**src/pfta_pkg.sv**
```systemverilog
// Package with constants and carriers for the program flash table access.
// Summary of operation
// - Three pointer bytes form one 22-bit byte address; low 21 bits address.
// - Pointer bit 21 set sends table accesses to configuration space.
// - Table operations keep, post-inc, post-dec or pre-inc the pointer.
// - Automatic pointer updates touch only the low 21 bits; bit 21 stays.
// - A table read uses all 22 pointer bits to load one byte into the latch.
// - Table write copies latch into the holding register picked by bits 2:0.
// - Programming long write targets the 8-byte block at pointer bits 21:3.
// - A row erase clears the 64-byte block given by pointer bits 21:6.
// - Memory holds 16-bit words; address bit 0 picks low or high byte.
// - A row erase ignores the table latch contents.
// - Execution halts for the whole long write, ended by an internal timer.
// - A row erase stalls the core for about 2 ms.
// - Self erase works only on whole 64-byte rows.
// - Programming works only on whole 8-byte blocks.
// - Start cannot be set while the modify permit bit is clear.
// - Only the core sets start; the device clears it on completion.
// - Completion flag is set when the write completes; the core clears it.
package pfta_pkg;
  localparam int PTR_W = 22;
  localparam int ADDR_W = 21;
  localparam int CFG_BIT = 21;
  localparam int HOLD_N = 8;
  localparam int HOLD_SEL_W = 3;
  localparam int ROW_LSB = 6;
  localparam int BLK_LSB = 3;
  localparam logic [7:0] KEY_FIRST = 8'h55;
  localparam logic [7:0] KEY_SECOND = 8'haa;
  localparam logic [PTR_W-1:0] PTR_RESET = 22'h000000;
  localparam logic [7:0] LATCH_RESET = 8'h00;
  localparam int CLK_HZ = 10_000_000;
  localparam int LONG_WRITE_US = 2000;
  localparam int LONG_WRITE_CYCLES = LONG_WRITE_US * (CLK_HZ / 1_000_000);

  typedef enum logic [1:0] {
    PFTA_PTR_KEEP,
    PFTA_PTR_POST_INC,
    PFTA_PTR_POST_DEC,
    PFTA_PTR_PRE_INC
  } pfta_ptr_mode_t;

  typedef struct packed {
    logic rd;
    logic wr;
    pfta_ptr_mode_t mode;
  } pfta_table_op_t;

  typedef struct packed {
    logic program_space_select;
    logic config_space_select;
    logic row_erase_select;
    logic modify_permit;
  } pfta_ctrl_t;

  typedef struct packed {
    logic erase;
    logic cfg;
    logic [ADDR_W-1:0] addr;
  } pfta_flash_cmd_t;
endpackage

```
**src/pfta_sequencer.sv**
```systemverilog
// Table pointer, table latch, holding registers and long write sequencer.
`timescale 1ns/10ps
module pfta_sequencer #(
  parameter int LONG_CYCLES = pfta_pkg::LONG_WRITE_CYCLES
) (
  input wire logic i_clk_sys,
  input wire logic i_rst_n,
  input wire logic [2:0] i_ptr_byte_we,
  input wire logic [7:0] i_ptr_byte_wdata,
  input wire logic i_latch_we,
  input wire logic [7:0] i_latch_wdata,
  input wire pfta_pkg::pfta_table_op_t i_table_op,
  input wire logic i_key_we,
  input wire logic [7:0] i_key_wdata,
  input wire logic i_other_we,
  input wire logic i_start_set,
  input wire pfta_pkg::pfta_ctrl_t i_ctrl,
  input wire logic i_flag_clear,
  input wire logic [15:0] i_mem_word,
  input wire logic [7:0] i_cfg_byte,
  output logic [pfta_pkg::PTR_W-1:0] o_table_pointer,
  output logic [7:0] o_table_latch,
  output logic [pfta_pkg::ADDR_W-1:0] o_mem_addr,
  output logic o_mem_cfg,
  output logic o_start,
  output logic o_stall,
  output logic o_completion_flag,
  output pfta_pkg::pfta_flash_cmd_t o_flash_cmd,
  output logic o_flash_cmd_valid,
  output logic [63:0] o_hold_data
);
  localparam int PW = pfta_pkg::PTR_W;
  localparam int AW = pfta_pkg::ADDR_W;

  if (LONG_CYCLES < 2) begin : g_bad_cycles
    $error("pfta_sequencer: LONG_CYCLES must be at least 2");
  end

  logic [PW-1:0] table_pointer;
  logic [PW-1:0] next_table_pointer;
  logic [PW-1:0] access_ptr;
  logic [7:0] table_latch;
  logic [7:0] next_table_latch;
  logic [7:0] hold [pfta_pkg::HOLD_N];
  logic [1:0] key_state;
  logic [1:0] next_key_state;
  logic start;
  logic next_start;
  logic flag;
  logic next_flag;
  logic erase_op;
  logic next_erase_op;
  logic cmd_valid;
  logic next_cmd_valid;
  pfta_pkg::pfta_flash_cmd_t flash_cmd;
  pfta_pkg::pfta_flash_cmd_t next_flash_cmd;
  logic go;
  logic timer_busy;
  logic timer_done;
  logic [7:0] read_byte;

  // Pointer as seen by the current table operation; pre-increment applies first.
  always_comb begin
    access_ptr = table_pointer;
    if (i_table_op.mode == pfta_pkg::PFTA_PTR_PRE_INC) begin
      access_ptr[AW-1:0] = table_pointer[AW-1:0] + 1'b1;
    end
  end

  // Memory address presented combinationally so the byte returns the same cycle.
  assign o_mem_addr = access_ptr[AW-1:0];
  assign o_mem_cfg = access_ptr[pfta_pkg::CFG_BIT];

  always_comb begin
    if (access_ptr[pfta_pkg::CFG_BIT]) begin
      read_byte = i_cfg_byte;
    end else if (access_ptr[0]) begin
      read_byte = i_mem_word[15:8];
    end else begin
      read_byte = i_mem_word[7:0];
    end
  end

  always_comb begin
    next_table_pointer = table_pointer;
    next_table_latch = table_latch;
    // The upper byte is only six bits wide, so it is loaded on its own below.
    for (int b = 0; b < 2; b++) begin
      if (i_ptr_byte_we[b]) begin
        next_table_pointer[b*8 +: 8] = i_ptr_byte_wdata;
      end
    end
    next_table_pointer[PW-1] = next_table_pointer[PW-1] & ~i_ptr_byte_we[2];
    if (i_ptr_byte_we[2]) begin
      next_table_pointer[PW-1:16] = i_ptr_byte_wdata[5:0];
    end
    if (i_latch_we) begin
      next_table_latch = i_latch_wdata;
    end
    if ((i_table_op.rd || i_table_op.wr) && !timer_busy) begin
      case (i_table_op.mode)
        pfta_pkg::PFTA_PTR_POST_INC: begin
          next_table_pointer[AW-1:0] = table_pointer[AW-1:0] + 1'b1;
        end
        pfta_pkg::PFTA_PTR_POST_DEC: begin
          next_table_pointer[AW-1:0] = table_pointer[AW-1:0] - 1'b1;
        end
        pfta_pkg::PFTA_PTR_PRE_INC: begin
          next_table_pointer = access_ptr;
        end
        default: begin
          next_table_pointer = table_pointer;
        end
      endcase
      if (i_table_op.rd) begin
        next_table_latch = read_byte;
      end
    end
  end

  // Holding registers: one per low pointer value, loaded by table writes.
  genvar g;
  generate
    for (g = 0; g < pfta_pkg::HOLD_N; g++) begin : g_hold
      always_ff @(posedge i_clk_sys or negedge i_rst_n) begin
        if (!i_rst_n) begin
          hold[g] <= 8'h00;
        end else if (i_table_op.wr && !timer_busy &&
                     access_ptr[pfta_pkg::HOLD_SEL_W-1:0] == 3'(g)) begin
          hold[g] <= table_latch;
        end
      end
      assign o_hold_data[g*8 +: 8] = hold[g];
    end
  endgenerate

  // Unlock keys: an i_other_we write or a table read or write between steps breaks the sequence; pointer and latch writes do not.
  always_comb begin
    next_key_state = key_state;
    go = 1'b0;
    if (i_start_set) begin
      go = (key_state == 2'd2) && i_ctrl.modify_permit && !start;
      next_key_state = 2'd0;
    end else if (i_key_we) begin
      if (i_key_wdata == pfta_pkg::KEY_FIRST) begin
        next_key_state = 2'd1;
      end else if (i_key_wdata == pfta_pkg::KEY_SECOND &&
                   key_state == 2'd1) begin
        next_key_state = 2'd2;
      end else begin
        next_key_state = 2'd0;
      end
    end else if (i_other_we || i_table_op.rd || i_table_op.wr) begin
      next_key_state = 2'd0;
    end
  end

  always_comb begin
    next_start = start;
    next_erase_op = erase_op;
    next_cmd_valid = 1'b0;
    next_flash_cmd = flash_cmd;
    next_flag = flag;
    if (i_flag_clear) begin
      next_flag = 1'b0;
    end
    if (go) begin
      next_start = 1'b1;
      next_erase_op = i_ctrl.row_erase_select;
      next_cmd_valid = 1'b1;
      next_flash_cmd.cfg = table_pointer[pfta_pkg::CFG_BIT];
      next_flash_cmd.erase = i_ctrl.row_erase_select;
      if (i_ctrl.row_erase_select) begin
        next_flash_cmd.addr = {table_pointer[AW-1:pfta_pkg::ROW_LSB],
                               6'h00};
      end else begin
        next_flash_cmd.addr = {table_pointer[AW-1:pfta_pkg::BLK_LSB],
                               3'h0};
      end
    end
    if (timer_done) begin
      next_start = 1'b0;
      next_erase_op = 1'b0;
      next_flag = 1'b1;
    end
  end

  always_ff @(posedge i_clk_sys or negedge i_rst_n) begin
    if (!i_rst_n) begin
      table_pointer <= pfta_pkg::PTR_RESET;
      table_latch <= pfta_pkg::LATCH_RESET;
      key_state <= 2'd0;
      start <= 1'b0;
      flag <= 1'b0;
      erase_op <= 1'b0;
      cmd_valid <= 1'b0;
      flash_cmd <= '0;
    end else begin
      table_pointer <= next_table_pointer;
      table_latch <= next_table_latch;
      key_state <= next_key_state;
      start <= next_start;
      flag <= next_flag;
      erase_op <= next_erase_op;
      cmd_valid <= next_cmd_valid;
      flash_cmd <= next_flash_cmd;
    end
  end

  pfta_timer #(
    .CYCLES(LONG_CYCLES)
  ) u_timer (
    .i_clk_sys(i_clk_sys),
    .i_rst_n(i_rst_n),
    .i_start(go),
    .o_busy(timer_busy),
    .o_done(timer_done)
  );

  assign o_table_pointer = table_pointer;
  assign o_table_latch = table_latch;
  assign o_start = start;
  assign o_stall = start;
  assign o_completion_flag = flag;
  assign o_flash_cmd = flash_cmd;
  assign o_flash_cmd_valid = cmd_valid;
endmodule

```
**src/pfta_timer.sv**
```systemverilog
// Self-timed programming timer for long writes.
`timescale 1ns/10ps
module pfta_timer #(
  parameter int CYCLES = pfta_pkg::LONG_WRITE_CYCLES
) (
  input wire logic i_clk_sys,
  input wire logic i_rst_n,
  input wire logic i_start,
  output logic o_busy,
  output logic o_done
);
  localparam int CW = $clog2(CYCLES + 1);
  logic [CW-1:0] count;
  logic [CW-1:0] next_count;
  logic busy;
  logic next_busy;
  logic done;
  logic next_done;

  // A shorter span would leave no cycle between start and done.
  if (CYCLES < 2) begin : g_bad_cycles
    $error("pfta_timer: CYCLES must be at least 2");
  end

  always_comb begin
    next_count = count;
    next_busy = busy;
    next_done = 1'b0;
    if (!busy && i_start) begin
      next_busy = 1'b1;
      next_count = CW'(CYCLES - 1);
    end else if (busy) begin
      if (count == '0) begin
        next_busy = 1'b0;
        next_done = 1'b1;
      end else begin
        next_count = count - 1'b1;
      end
    end
  end

  always_ff @(posedge i_clk_sys or negedge i_rst_n) begin
    if (!i_rst_n) begin
      count <= '0;
      busy <= 1'b0;
      done <= 1'b0;
    end else begin
      count <= next_count;
      busy <= next_busy;
      done <= next_done;
    end
  end

  assign o_busy = busy;
  assign o_done = done;
endmodule

```
**config.mk**
```make
export PLATFORM = sky130hd
export DESIGN_NAME = pfta_sequencer
export DESIGN_NICKNAME = d
export VERILOG_FILES = /design/src/pfta_pkg.sv /design/src/pfta_sequencer.sv /design/src/pfta_timer.sv
export SDC_FILE = /design/constraint.sdc
export NUM_CORES = 1
export LEC_CHECK = 0
export BUFFER_PORTS_ARGS = -buffer_cell sky130_fd_sc_hd__buf_2
export CORE_MARGIN = 2
export CORE_UTILIZATION = 48
export DETAILED_ROUTE_END_ITERATION = 16
export HOLD_SLACK_MARGIN = 0.02
export PLACE_DENSITY = 0.88
export SLEW_MARGIN = 20
export SYNTH_ARGS = -nofsm -noshare
export SYNTH_HDL_FRONTEND = slang
export SYNTH_HIERARCHICAL = 1
export SYNTH_SLANG_ARGS = --single-unit
export TNS_END_PERCENT = 10
```
**constraint.sdc**
```tcl
create_clock -name i_clk_sys -period 2.2 [get_ports i_clk_sys]
set_clock_uncertainty 0.05 [all_clocks]
set_input_delay 0.44 -clock i_clk_sys [delete_from_list [all_inputs] [get_ports i_clk_sys]]
set_output_delay 0.44 -clock i_clk_sys [all_outputs]
set_load 0.005 [all_outputs]
```
==> results of run 1 <==
-- cells by family after synthesis --
group / share of synthesized area, %
buffers and inverters: 4.06
DFF: 46.2
xor gates and xnor gates: 4.38
other: 0.0509
muxes: 13.4
AOI/OAI and AO/OA: 11.4
adders and majority gates: 1.02
and+or+nand+nor: 19.5
-- critical path, stage by stage, from the launching register on --
cell     delay (ps)
dfrtp_1         390
and4_4          250
nand2_2          90
nor3_4          210
buf_4           140
nand4_1         130
xnor2_2         220
buf_2           150
-- final timing paths --
kind / endpoint / cells after the start / startpoint / slack (ps)
setup / recovery: o_mem_addr[20] / 7 / o_table_pointer[11]$_DFFE_PN0P_ / -310
max in group asynchronous: o_table_latch[7]$_DFF_PN0_ / 3 / i_rst_n / 920
min in group asynchronous: o_hold_data[42]$_DFFE_PN0P_ / 2 / i_rst_n / 470
setup reg to reg: o_table_pointer[10]$_DFFE_PN0P_ / 10 / o_table_pointer[1]$_DFFE_PN0P_ / -140
hold reg to reg: o_flash_cmd[12]$_DFFE_PN0P_ / 2 / o_flash_cmd[12]$_DFFE_PN0P_ / 420
hold / removal: o_flash_cmd[4]$_DFFE_PN0P_ / 2 / i_ctrl[1] / 190
-- registers in the layout, indices dropped and copies added (netlist names), 2 cells and up, named ones only --
register,cells
key_state,2
o_table_pointer,21
o_flash_cmd,20
o_table_latch,8
o_hold_data,64
u_timer/count,15
-- layer usage --
metal | up-vias | part of all wire [%] | wire, um | global-route usage [%]
li1 | 3189 | - | - | -
met1 | 3455 | 38 | 9130 | 36.3
met2 | 437 | 48 | 11400 | 46.4
met3 | 93 | 8.6 | 2050 | 6.34
met4 | 0 | 4.9 | 1160 | 16.2
met5 | - | 0 | 0 | 0
-- layout by cell type (no fill, tap or decap), types with 6 or more instances in the layout --
master	Yosys	final
mux2_2	66	66
nand2b_1	6	6
buf_2	8	201
nor2_1	44	39
nor2_4	0	6
a21oi_1	28	27
o21ai_0	32	30
a221oi_1	9	7
a211oi_1	20	20
xnor2_1	25	22
mux2i_1	24	23
nor3_1	20	16
buf_6	1	10
nand2_1	106	98
inv_1	18	15
inv_6	0	6
nor2b_1	7	7
o31ai_1	7	7
nand4_1	16	16
clkbuf_16	0	17
dfrtp_1	136	134
nand3_1	12	9
buf_4	6	90
xor2_1	10	10
-- power breakdown --
part	internal, uW	total [uW]	switching (uW)
clock	1630	2860	1230
sequential	2560	2680	121
combinational	456	1010	556
-- final cells by class --
class                      count  share of cell area (%)
multi-input combinational    533                    39.0
sequential                   136                    33.7
timing repair buffer         305                    18.4
clock buffer                  18                    4.35
tap                          188                    2.33
clock inverter                14                    1.50
inverter                      18                   0.693
-- metrics by stage --
| step | cell area [um^2] | setup slack [ps] | cells | total power (uW) | util [%] |
|---|---|---|---|---|---|
| after global placement | 9110 | -152 | 1168 | 3570 | 60.4 |
| after floorplan | 7390 | -83.6 | 737 | 3110 | - |
| after detailed placement | 9110 | -180 | 1168 | 3590 | 60.4 |
| final | 10100 | -306 | 1212 | 6550 | 67.0 |
| after CTS | 9960 | -267 | 1211 | 6500 | 66.0 |
| after global routing | 10100 | -409 | 1212 | 6780 | 67.0 |
-- what timing repair did --
| action | CTS | global route |
|---|---|---|
| hold endpoints to repair | 46 | 0 |
| endpoints found under the setup margin | 28 | 50 |
| pin swaps | 15 | 12 |
| gates resized for setup | 40 | 35 |
| hold buffers | 1 | 0 |
| setup buffers | 10 | 1 |
==> run summary, run 1 <==
status: finished, violations left
violated checks: setup timing
DP HPWL: 16200 um
grt total ovfl: 0
Post-synth top cells: dfrtp_1 (136), nand2_1 (106), mux2_2 (66), nor2_1 (44), o21ai_0 (32)
Power Dens Cells: 648 nW/um^2
Max Freq: 399 MHz
register area: 3410 um^2
DR vias: 7174
Hold WC Path Type: input pin to register
clock sinks: 136
vias in the first global route: 6923
worst endpoint required time: 1710 ps
post-synth top area cell: dfrtp_1
# rows: 45
Worst Path Arrival: 2020 ps
DR pass1 iterations: 5
yosys synthesis warning count: 6
die outline height: 128 um
register area share after synthesis: 46.2%
startpoint types: register
Max clock buf depth: 2
Syn Std Cell Area: 7360 um^2
Total Wirelength: 23700 um
fin crit share: 114%
I/O Pins: 209
root buf cell: clkbuf_16
Synth Area per Inst: 10.0 um^2
Fin Hold WS: 195 ps
Area growth syn-to-layout: 37.2%
vias per inst: 5.92
Distinct cells, synth: 71
Post-synth EDFFs: 0
Starting DRT DRC Count: 688
RSZ-0062 raised after global routing: yes
routed len/inst: 19.6 um
antenna diode count: 0
Mapped Cells: 735
critical path class: register to output pin
DIE AREA: 16300 um^2
Period minus WS final: 2510 ps
endpoint type of the worst setup path: output pin
first-pass GRT wire length: 36400 um
fin nets: 1083
worst-path fanout max: 2
final setup violation count: 17
Max-slew headroom: 50.4%
ratio of cells with drive above 1 in the final layout: 45.7%
Slew @ Worst Pin: 744 ps
DRC: 0
Multi-input gate area: 3950 um^2
Total GRT Usage: 28.9%
TritonCTS Buffers: 17
Worst Slack Setup Final: -306 ps
Fin Setup TNS: -3490 ps
CTS tree: done
most common cell in the netlist: dfrtp_1
Final Max Tran Viols: 0
Max H-tree Level: 4
largest net degree at the start of global routing: 51
Worst-path clk slew: 60 ps
Die X: 128 um
core area: 15100 um^2
synth top area cells: dfrtp_1 (46%), mux2_2 (10%), nand2_1 (5.4%)
P_leak: 0.00515 uW
post-synth top area share: 46.2%
Peak VDD IR: 677 uV
worst skew pair latency: 440 ps
Antenna Nets Post-Route: 0
Synth Flop Type: dfrtp_1
number of fillers in the final layout: 1030
Port Buf Inserts: 203
routability cong.: 0.996
asr flop ratio synth: 100%
Fin. Hold Viols: 0
Max Cap Violations: 0
Starting Density: 48.8%
initial antenna violation count: 0
FF+latch count, synth: 136
Note: power is estimated with default switching activity, not from simulation.
==> run 2: changes to the inputs <==
- CORE_MARGIN: 2 -> unset
- CORE_UTILIZATION: 48 -> 53
- PLACE_DENSITY: 0.88 -> 0.92
- clock period: 2.2 -> 2.44 ns (I/O delays scaled with it)
==> run 2 against run 1 <==
  * The run still ends with setup timing left
  * Worst setup slack better by 190 ps
  * Critical path type unchanged
  * Routed wire length decreased by 5.5%
  * Die area down 12%
  * Sequential cell count unchanged
  * Critical path depth did not move
==> run summary, run 2 (same netlist as run 1, synthesis figures left out) <==
violated checks: setup timing
DR vias: 7071 (-1.4%)
R2R setup slack: 20 ps (+160 ps)
DRC: 0 (unchanged)
Die X: 120 um (-6.2%)
startpoint types: register
antenna diode count: 0 (unchanged)
number of fillers in the final layout: 852 (-17%)
Max Cap Violations: 0 (unchanged)
fin nets: 1062 (-1.9%)
initial antenna violation count: 1 (+1)
status: finished, violations left
Antenna Nets Post-Route: 0 (unchanged)
register area: 3410 um^2 (about the same)
P_leak: 0.00498 uW (-3.4%)
first-pass GRT wire length: 35100 um (-3.5%)
Total Wirelength: 22400 um (-5.5%)
fin util: 73.1% (+6.1 points)
Worst-path clk slew: 60 ps (about the same)
RSZ-0062 raised after global routing: yes
Port Buf Inserts: 203 (unchanged)
Fin Setup TNS: -739 ps (+2750 ps)
Max Freq: 392 MHz
Hold WC Path Type: input pin to register
I/O Pins: 209 (unchanged)
DP HPWL: 15600 um (-3.7%)
critical path class: register to output pin
routed len/inst: 19.0 um (-2.9%)
largest net degree at the start of global routing: 58 (+14%)
Slew @ Worst Pin: 731 ps (-12.6 ps)
vias per inst: 6.00 (+1.3%)
TritonCTS Buffers: 17 (unchanged)
vias in the first global route: 6640 (-4.1%)
Starting DRT DRC Count: 628 (-8.7%)
met3 wire length: 1990 um (-2.7%)
M1 WL: 8800 um (-3.7%)
most common cell after layout, fill and taps aside: buf_2
worst-path fanout max: 3 (+1)
# rows: 42 (-6.7%)
endpoint type of the worst setup path: output pin
pre-CTS setup slack: -27.7 ps (+152 ps)
highest metal used: met5
clock sinks: 136 (unchanged)
DR WL met2: 10700 um (-5.9%)
routability cong.: 0.994 (-0.24%)
Peak VDD IR: 504 uV (-26%)
worst skew pair latency: 430 ps (about the same)
grt total ovfl: 0 (unchanged)
Starting Density: 55.0% (+6.2 points)
worst endpoint required time: 1900 ps (+190 ps)
fin crit share: 105%
root buf cell: clkbuf_16
DR pass1 iterations: 5 (unchanged)
most frequent cells in the layout: buf_2 (202), dfrtp_1 (133), nand2_1 (103), buf_4 (67), mux2_2 (66)
DIE AREA: 14400 um^2 (-12%)
Worst Path Arrival: 2010 ps (about the same)
Area growth syn-to-layout: 33.1%
Fin. Hold Viols: 0 (unchanged)
Max H-tree Level: 4 (unchanged)
Total GRT Usage: 31.8% (+2.9 points)
CTS tree: done
max reg flops: 64 (unchanged)
Worst Slack Setup Final: -111 ps (+195 ps)
core area: 13400 um^2 (-11%)
Power Dens Cells: 582 nW/um^2 (-10%)
Max-slew headroom: 51.2% (+0.84 points)
ratio of cells with drive above 1 in the final layout: 42.7% (-3.0 points)
final setup violation count: 14 (-3)
final instance area: 9800 um^2 (-3.0%)
Multi-input gate area: 3820 um^2 (-3.1%)
Period minus WS final: 2550 ps
Final Max Tran Viols: 0 (unchanged)
die outline height: 120 um (-6.2%)
Max clock buf depth: 2 (unchanged)
Post-DP Area: 8930 um^2 (-2.0%)
run 2: cell types whose count changed in the layout (fill, tap and decap cells not counted), sizes merged:
cell,previous run,this run
clkinv,4,3
clkinvlp,0,1
inv,27,28
bufinv,1,0
buf,304,283
run 2: report_power, final:
part / internal (uW) / switching (uW)
logic: 369 / 464
registers: 2300 / 109
clock network: 1370 / 1080
total: 4050 / 1650
run 2: layer usage:
metal	vias up	GRT usage [%]
met5	-	0
met3	94	7.60
li1	3152	-
met2	426	51.0
met1	3397	40.0
met4	2	16.3
run 2: worst max-delay path, stage by stage (launching register included):
cell and delay, ps:
dfrtp_1 380, and4_4 240, nand2_1 130, nor3_4 250, buf_4 160, nand4_1 140, xnor2_1 170, buf_2 130
run 2: area by class of cell:
cell class              count  area share (%)
well taps                 176            2.25
repair buffers            284            17.5
inverters                  18           0.715
flip-flops and latches    136            34.8
clock buffers              18            4.48
clock inverters            14            1.30
multi-input cells         533            39.0
run 2: through the flow:
step | hold slack (ps) | instances | power [uW]
5_1_grt | 246 | 1179 | 5900
2_1_floorplan | 142 | 737 | 2800
3_5_place_dp | 388 | 1134 | 3190
4_1_cts | 227 | 1177 | 5690
3_3_place_gp | 384 | 1134 | 3170
6_report | 240 | 1179 | 5700
run 2: path summary, 6_finish.rpt:
check                                                startpoint                         endpoint  cells after the start
worst max-delay path            o_table_pointer[13]$_DFFE_PN0P_                   o_mem_addr[20]                      7
worst min-delay path                                  i_ctrl[1]       o_flash_cmd[4]$_DFFE_PN0P_                      2
worst max register to register   o_table_pointer[7]$_DFFE_PN0P_  o_table_pointer[11]$_DFFE_PN0P_                      6
worst min register to register         u_timer/o_done$_DFF_PN0_              o_stall$_DFFE_PN0P_                      1
max in group asynchronous                               i_rst_n      o_hold_data[59]$_DFFE_PN0P_                      3
min in group asynchronous                               i_rst_n      o_flash_cmd[11]$_DFFE_PN0P_                      2
run 2: what timing repair did:
item	CTS	global route
setup endpoints to repair	17	19
endpoints found under the hold margin	55	0
pin swaps	9	12
gates resized for setup	34	13
buffers inserted	10	2
hold buffers	1	0
gates cloned	0	0
==> run 3: changes to the inputs <==
--- a/constraint.sdc
+++ b/constraint.sdc
@@ -4,2 +4,2 @@
 set_output_delay 0.488 -clock i_clk_sys [all_outputs]
-set_load 0.005 [all_outputs]
+set_load 0.1 [all_outputs]
==> run 3 against run 2 <==
  * The flow still finishes with violations (setup timing)
  * Worst hold slack improved by 16 ps
  * Utilization grew 5.9 points
  * Worst setup slack worse by 310 ps
  * Clock power grew 7%
  * Routed wire length grew 19%
  * Sequential share of layout area shrank 2.2 points
  * Critical path depth is 1 higher
  * Non-clock buffer count is 9 higher
  * Clock-buffer cell count stayed put
  * Fmax is 11% lower
  * Register-to-register slack got worse by 60 ps
  * Combinational power grew 120%
  * Highest routed layer is now met4
==> run summary, run 3 (same netlist as run 1, synthesis figures left out) <==
fin crit share: 117% (+13 points)
Worst Slack Setup Final: -419 ps (-308 ps)
root buf cell: clkbuf_16
Fin Setup TNS: -5150 ps (-4420 ps)
fin nets: 1071 (+0.85%)
Max Cap Violations: 0 (unchanged)
DIE AREA: 14400 um^2 (unchanged)
Cell Chain, Critical Path: buf_6 -> and4_4 -> nand2_4 -> nor2_4 -> and2_4 -> nand4_1 -> xnor2_4 -> buf_12
Total Wirelength: 26600 um (+19%)
worst reg2reg path depth: 11 (+5)
Max-slew headroom: 58.8% (+7.5 points)
most common cell after layout, fill and taps aside: buf_2
clock sinks: 136 (unchanged)
Power Dens Cells: 647 nW/um^2 (+11%)
CP max stage delay: 430 ps (+50 ps)
DRC: 0 (unchanged)
Final Max Tran Viols: 0 (unchanged)
vias in the first global route: 7088 (+6.7%)
Slew @ Worst Pin: 603 ps (-128 ps)
vias per inst: 6.33 (+5.6%)
die outline height: 120 um (unchanged)
CTS tree: done
Antenna Nets Post-Route: 0 (unchanged)
endpoint type of the worst setup path: output pin
worst-path fanout max: 4 (+1)
grt total ovfl: 0 (unchanged)
Period minus WS final: 2860 ps (+308 ps)
Fin. Hold Viols: 0 (unchanged)
final setup violation count: 19 (+5)
I/O Pins: 209 (unchanged)
Port Buf Inserts: 203 (unchanged)
Post-DP Area: 9690 um^2 (+8.5%)
DR vias: 7529 (+6.5%)
first-pass GRT wire length: 39200 um (+12%)
# rows: 42 (unchanged)
Worst-path clk slew: 60 ps (about the same)
P_leak: 0.00528 uW (+6.0%)
max reg flops: 64 (unchanged)
CP max stage cell: dfrtp_4
largest net degree at the start of global routing: 49 (-16%)
TritonCTS Buffers: 17 (unchanged)
most frequent cells in the layout: buf_2 (181), dfrtp_1 (117), nand2_1 (95), buf_4 (78), mux2_2 (66)
Total GRT Usage: 36.1% (+4.4 points)
final instance area: 10600 um^2 (+8.1%)
Max clock buf depth: 2 (unchanged)
startpoint types: register
routed len/inst: 22.4 um (+18%)
Max H-tree Level: 4 (unchanged)
Starting Density: 55.0% (unchanged)
Die X: 120 um (unchanged)
critical path class: register to output pin
Peak VDD IR: 647 uV (+28%)
worst hold path depth: 4 (+2)
DR pass1 iterations: 6 (+1)
Worst Path Arrival: 2320 ps (+310 ps)
worst endpoint required time: 1900 ps (about the same)
Area growth syn-to-layout: 43.8%
Hold WC Path Type: input pin to register
status: finished, violations left
routability cong.: 0.971 (-2.3%)
Starting DRT DRC Count: 853 (+36%)
violated checks: setup timing
DP HPWL: 16900 um (+8.9%)
number of fillers in the final layout: 741 (-13%)
R2R setup slack: -40 ps (-60 ps)
worst skew pair latency: 450 ps (+20 ps)
core area: 13400 um^2 (unchanged)
Max Freq: 350 MHz (-11%)
RSZ-0062 raised after global routing: yes
ratio of cells with drive above 1 in the final layout: 47.9% (+5.3 points)
initial antenna violation count: 0 (-1)
run 3: changes by cell type in the layout (fill, tap and decap cells not counted), sizes merged:
cell / change
clkinv: -2
inv: -1
clkinvlp: +2
bufinv: +1
diode: +1
buf: +9
run 3: metal layers:
metal  routed length, um  vias to the layer above  global-route usage [%]
li1                    -                     3166                       -
met1                9500                     3602                    45.0
met2               13000                      607                    58.6
met3                2590                      154                    9.46
met4                1530                        0                    17.0
met5                   0                        -                       0
run 3: area by class of cell:
type	instances	area [um^2]	share of cell area, %
multi-input combinational	533	4170	39.4
antenna	1	2.50	0.0236
inverter	18	73.8	0.697
timing repair buffer	293	2080	19.7
clock buffer	18	439	4.15
clock inverter	14	153	1.44
sequential	136	3450	32.6
tap	176	220	2.08
run 3: repair_timing:
| action | CTS | global route |
|---|---|---|
| resized for setup | 24 | 23 |
| pin swaps | 13 | 16 |
| endpoints found under the hold margin | 30 | 0 |
| hold buffers | 1 | 0 |
| buffers inserted | 5 | 8 |
| endpoints found under the setup margin | 17 | 36 |
run 3: power by group:
| group | switching [uW] | internal (uW) |
|---|---|---|
| combinational | 1280 | 550 |
| clock | 1140 | 1480 |
| sequential | 83.7 | 2320 |
run 3: critical path, delay by kind of cell (launching register included):
kind | cells | cell delay [ps]
and+or+nand+nor | 5 | 890
DFF | 1 | 430
buffers and inverters | 2 | 300
xor gates and xnor gates | 1 | 260
run 3: worst paths after layout:
check | startpoint | end
max in group asynchronous | i_rst_n | o_hold_data[18]$_DFFE_PN0P_
min reg2reg | u_timer/o_done$_DFF_PN0_ | o_stall$_DFFE_PN0P_
min in group asynchronous | i_rst_n | o_table_pointer[15]$_DFFE_PN0P_
min | i_other_we | key_state[0]$_DFFE_PN0P_
max | o_table_pointer[0]$_DFFE_PN0P_ | o_mem_addr[17]
max reg2reg | o_table_pointer[0]$_DFFE_PN0P_ | o_table_pointer[12]$_DFFE_PN0P_
run 3: stage by stage:
stage	hold slack, ps	worst slack [ps]	total power (uW)	instances	util (%)
4_1_cts	226	-351	6770	1180	77.9
5_1_grt	256	-458	7020	1188	79.0
6_report	257	-419	6860	1189	79.0
2_1_floorplan	142	-460	3590	737	-
3_5_place_dp	346	-216	4150	1142	72.3
3_3_place_gp	345	-14.4	4110	1142	72.3
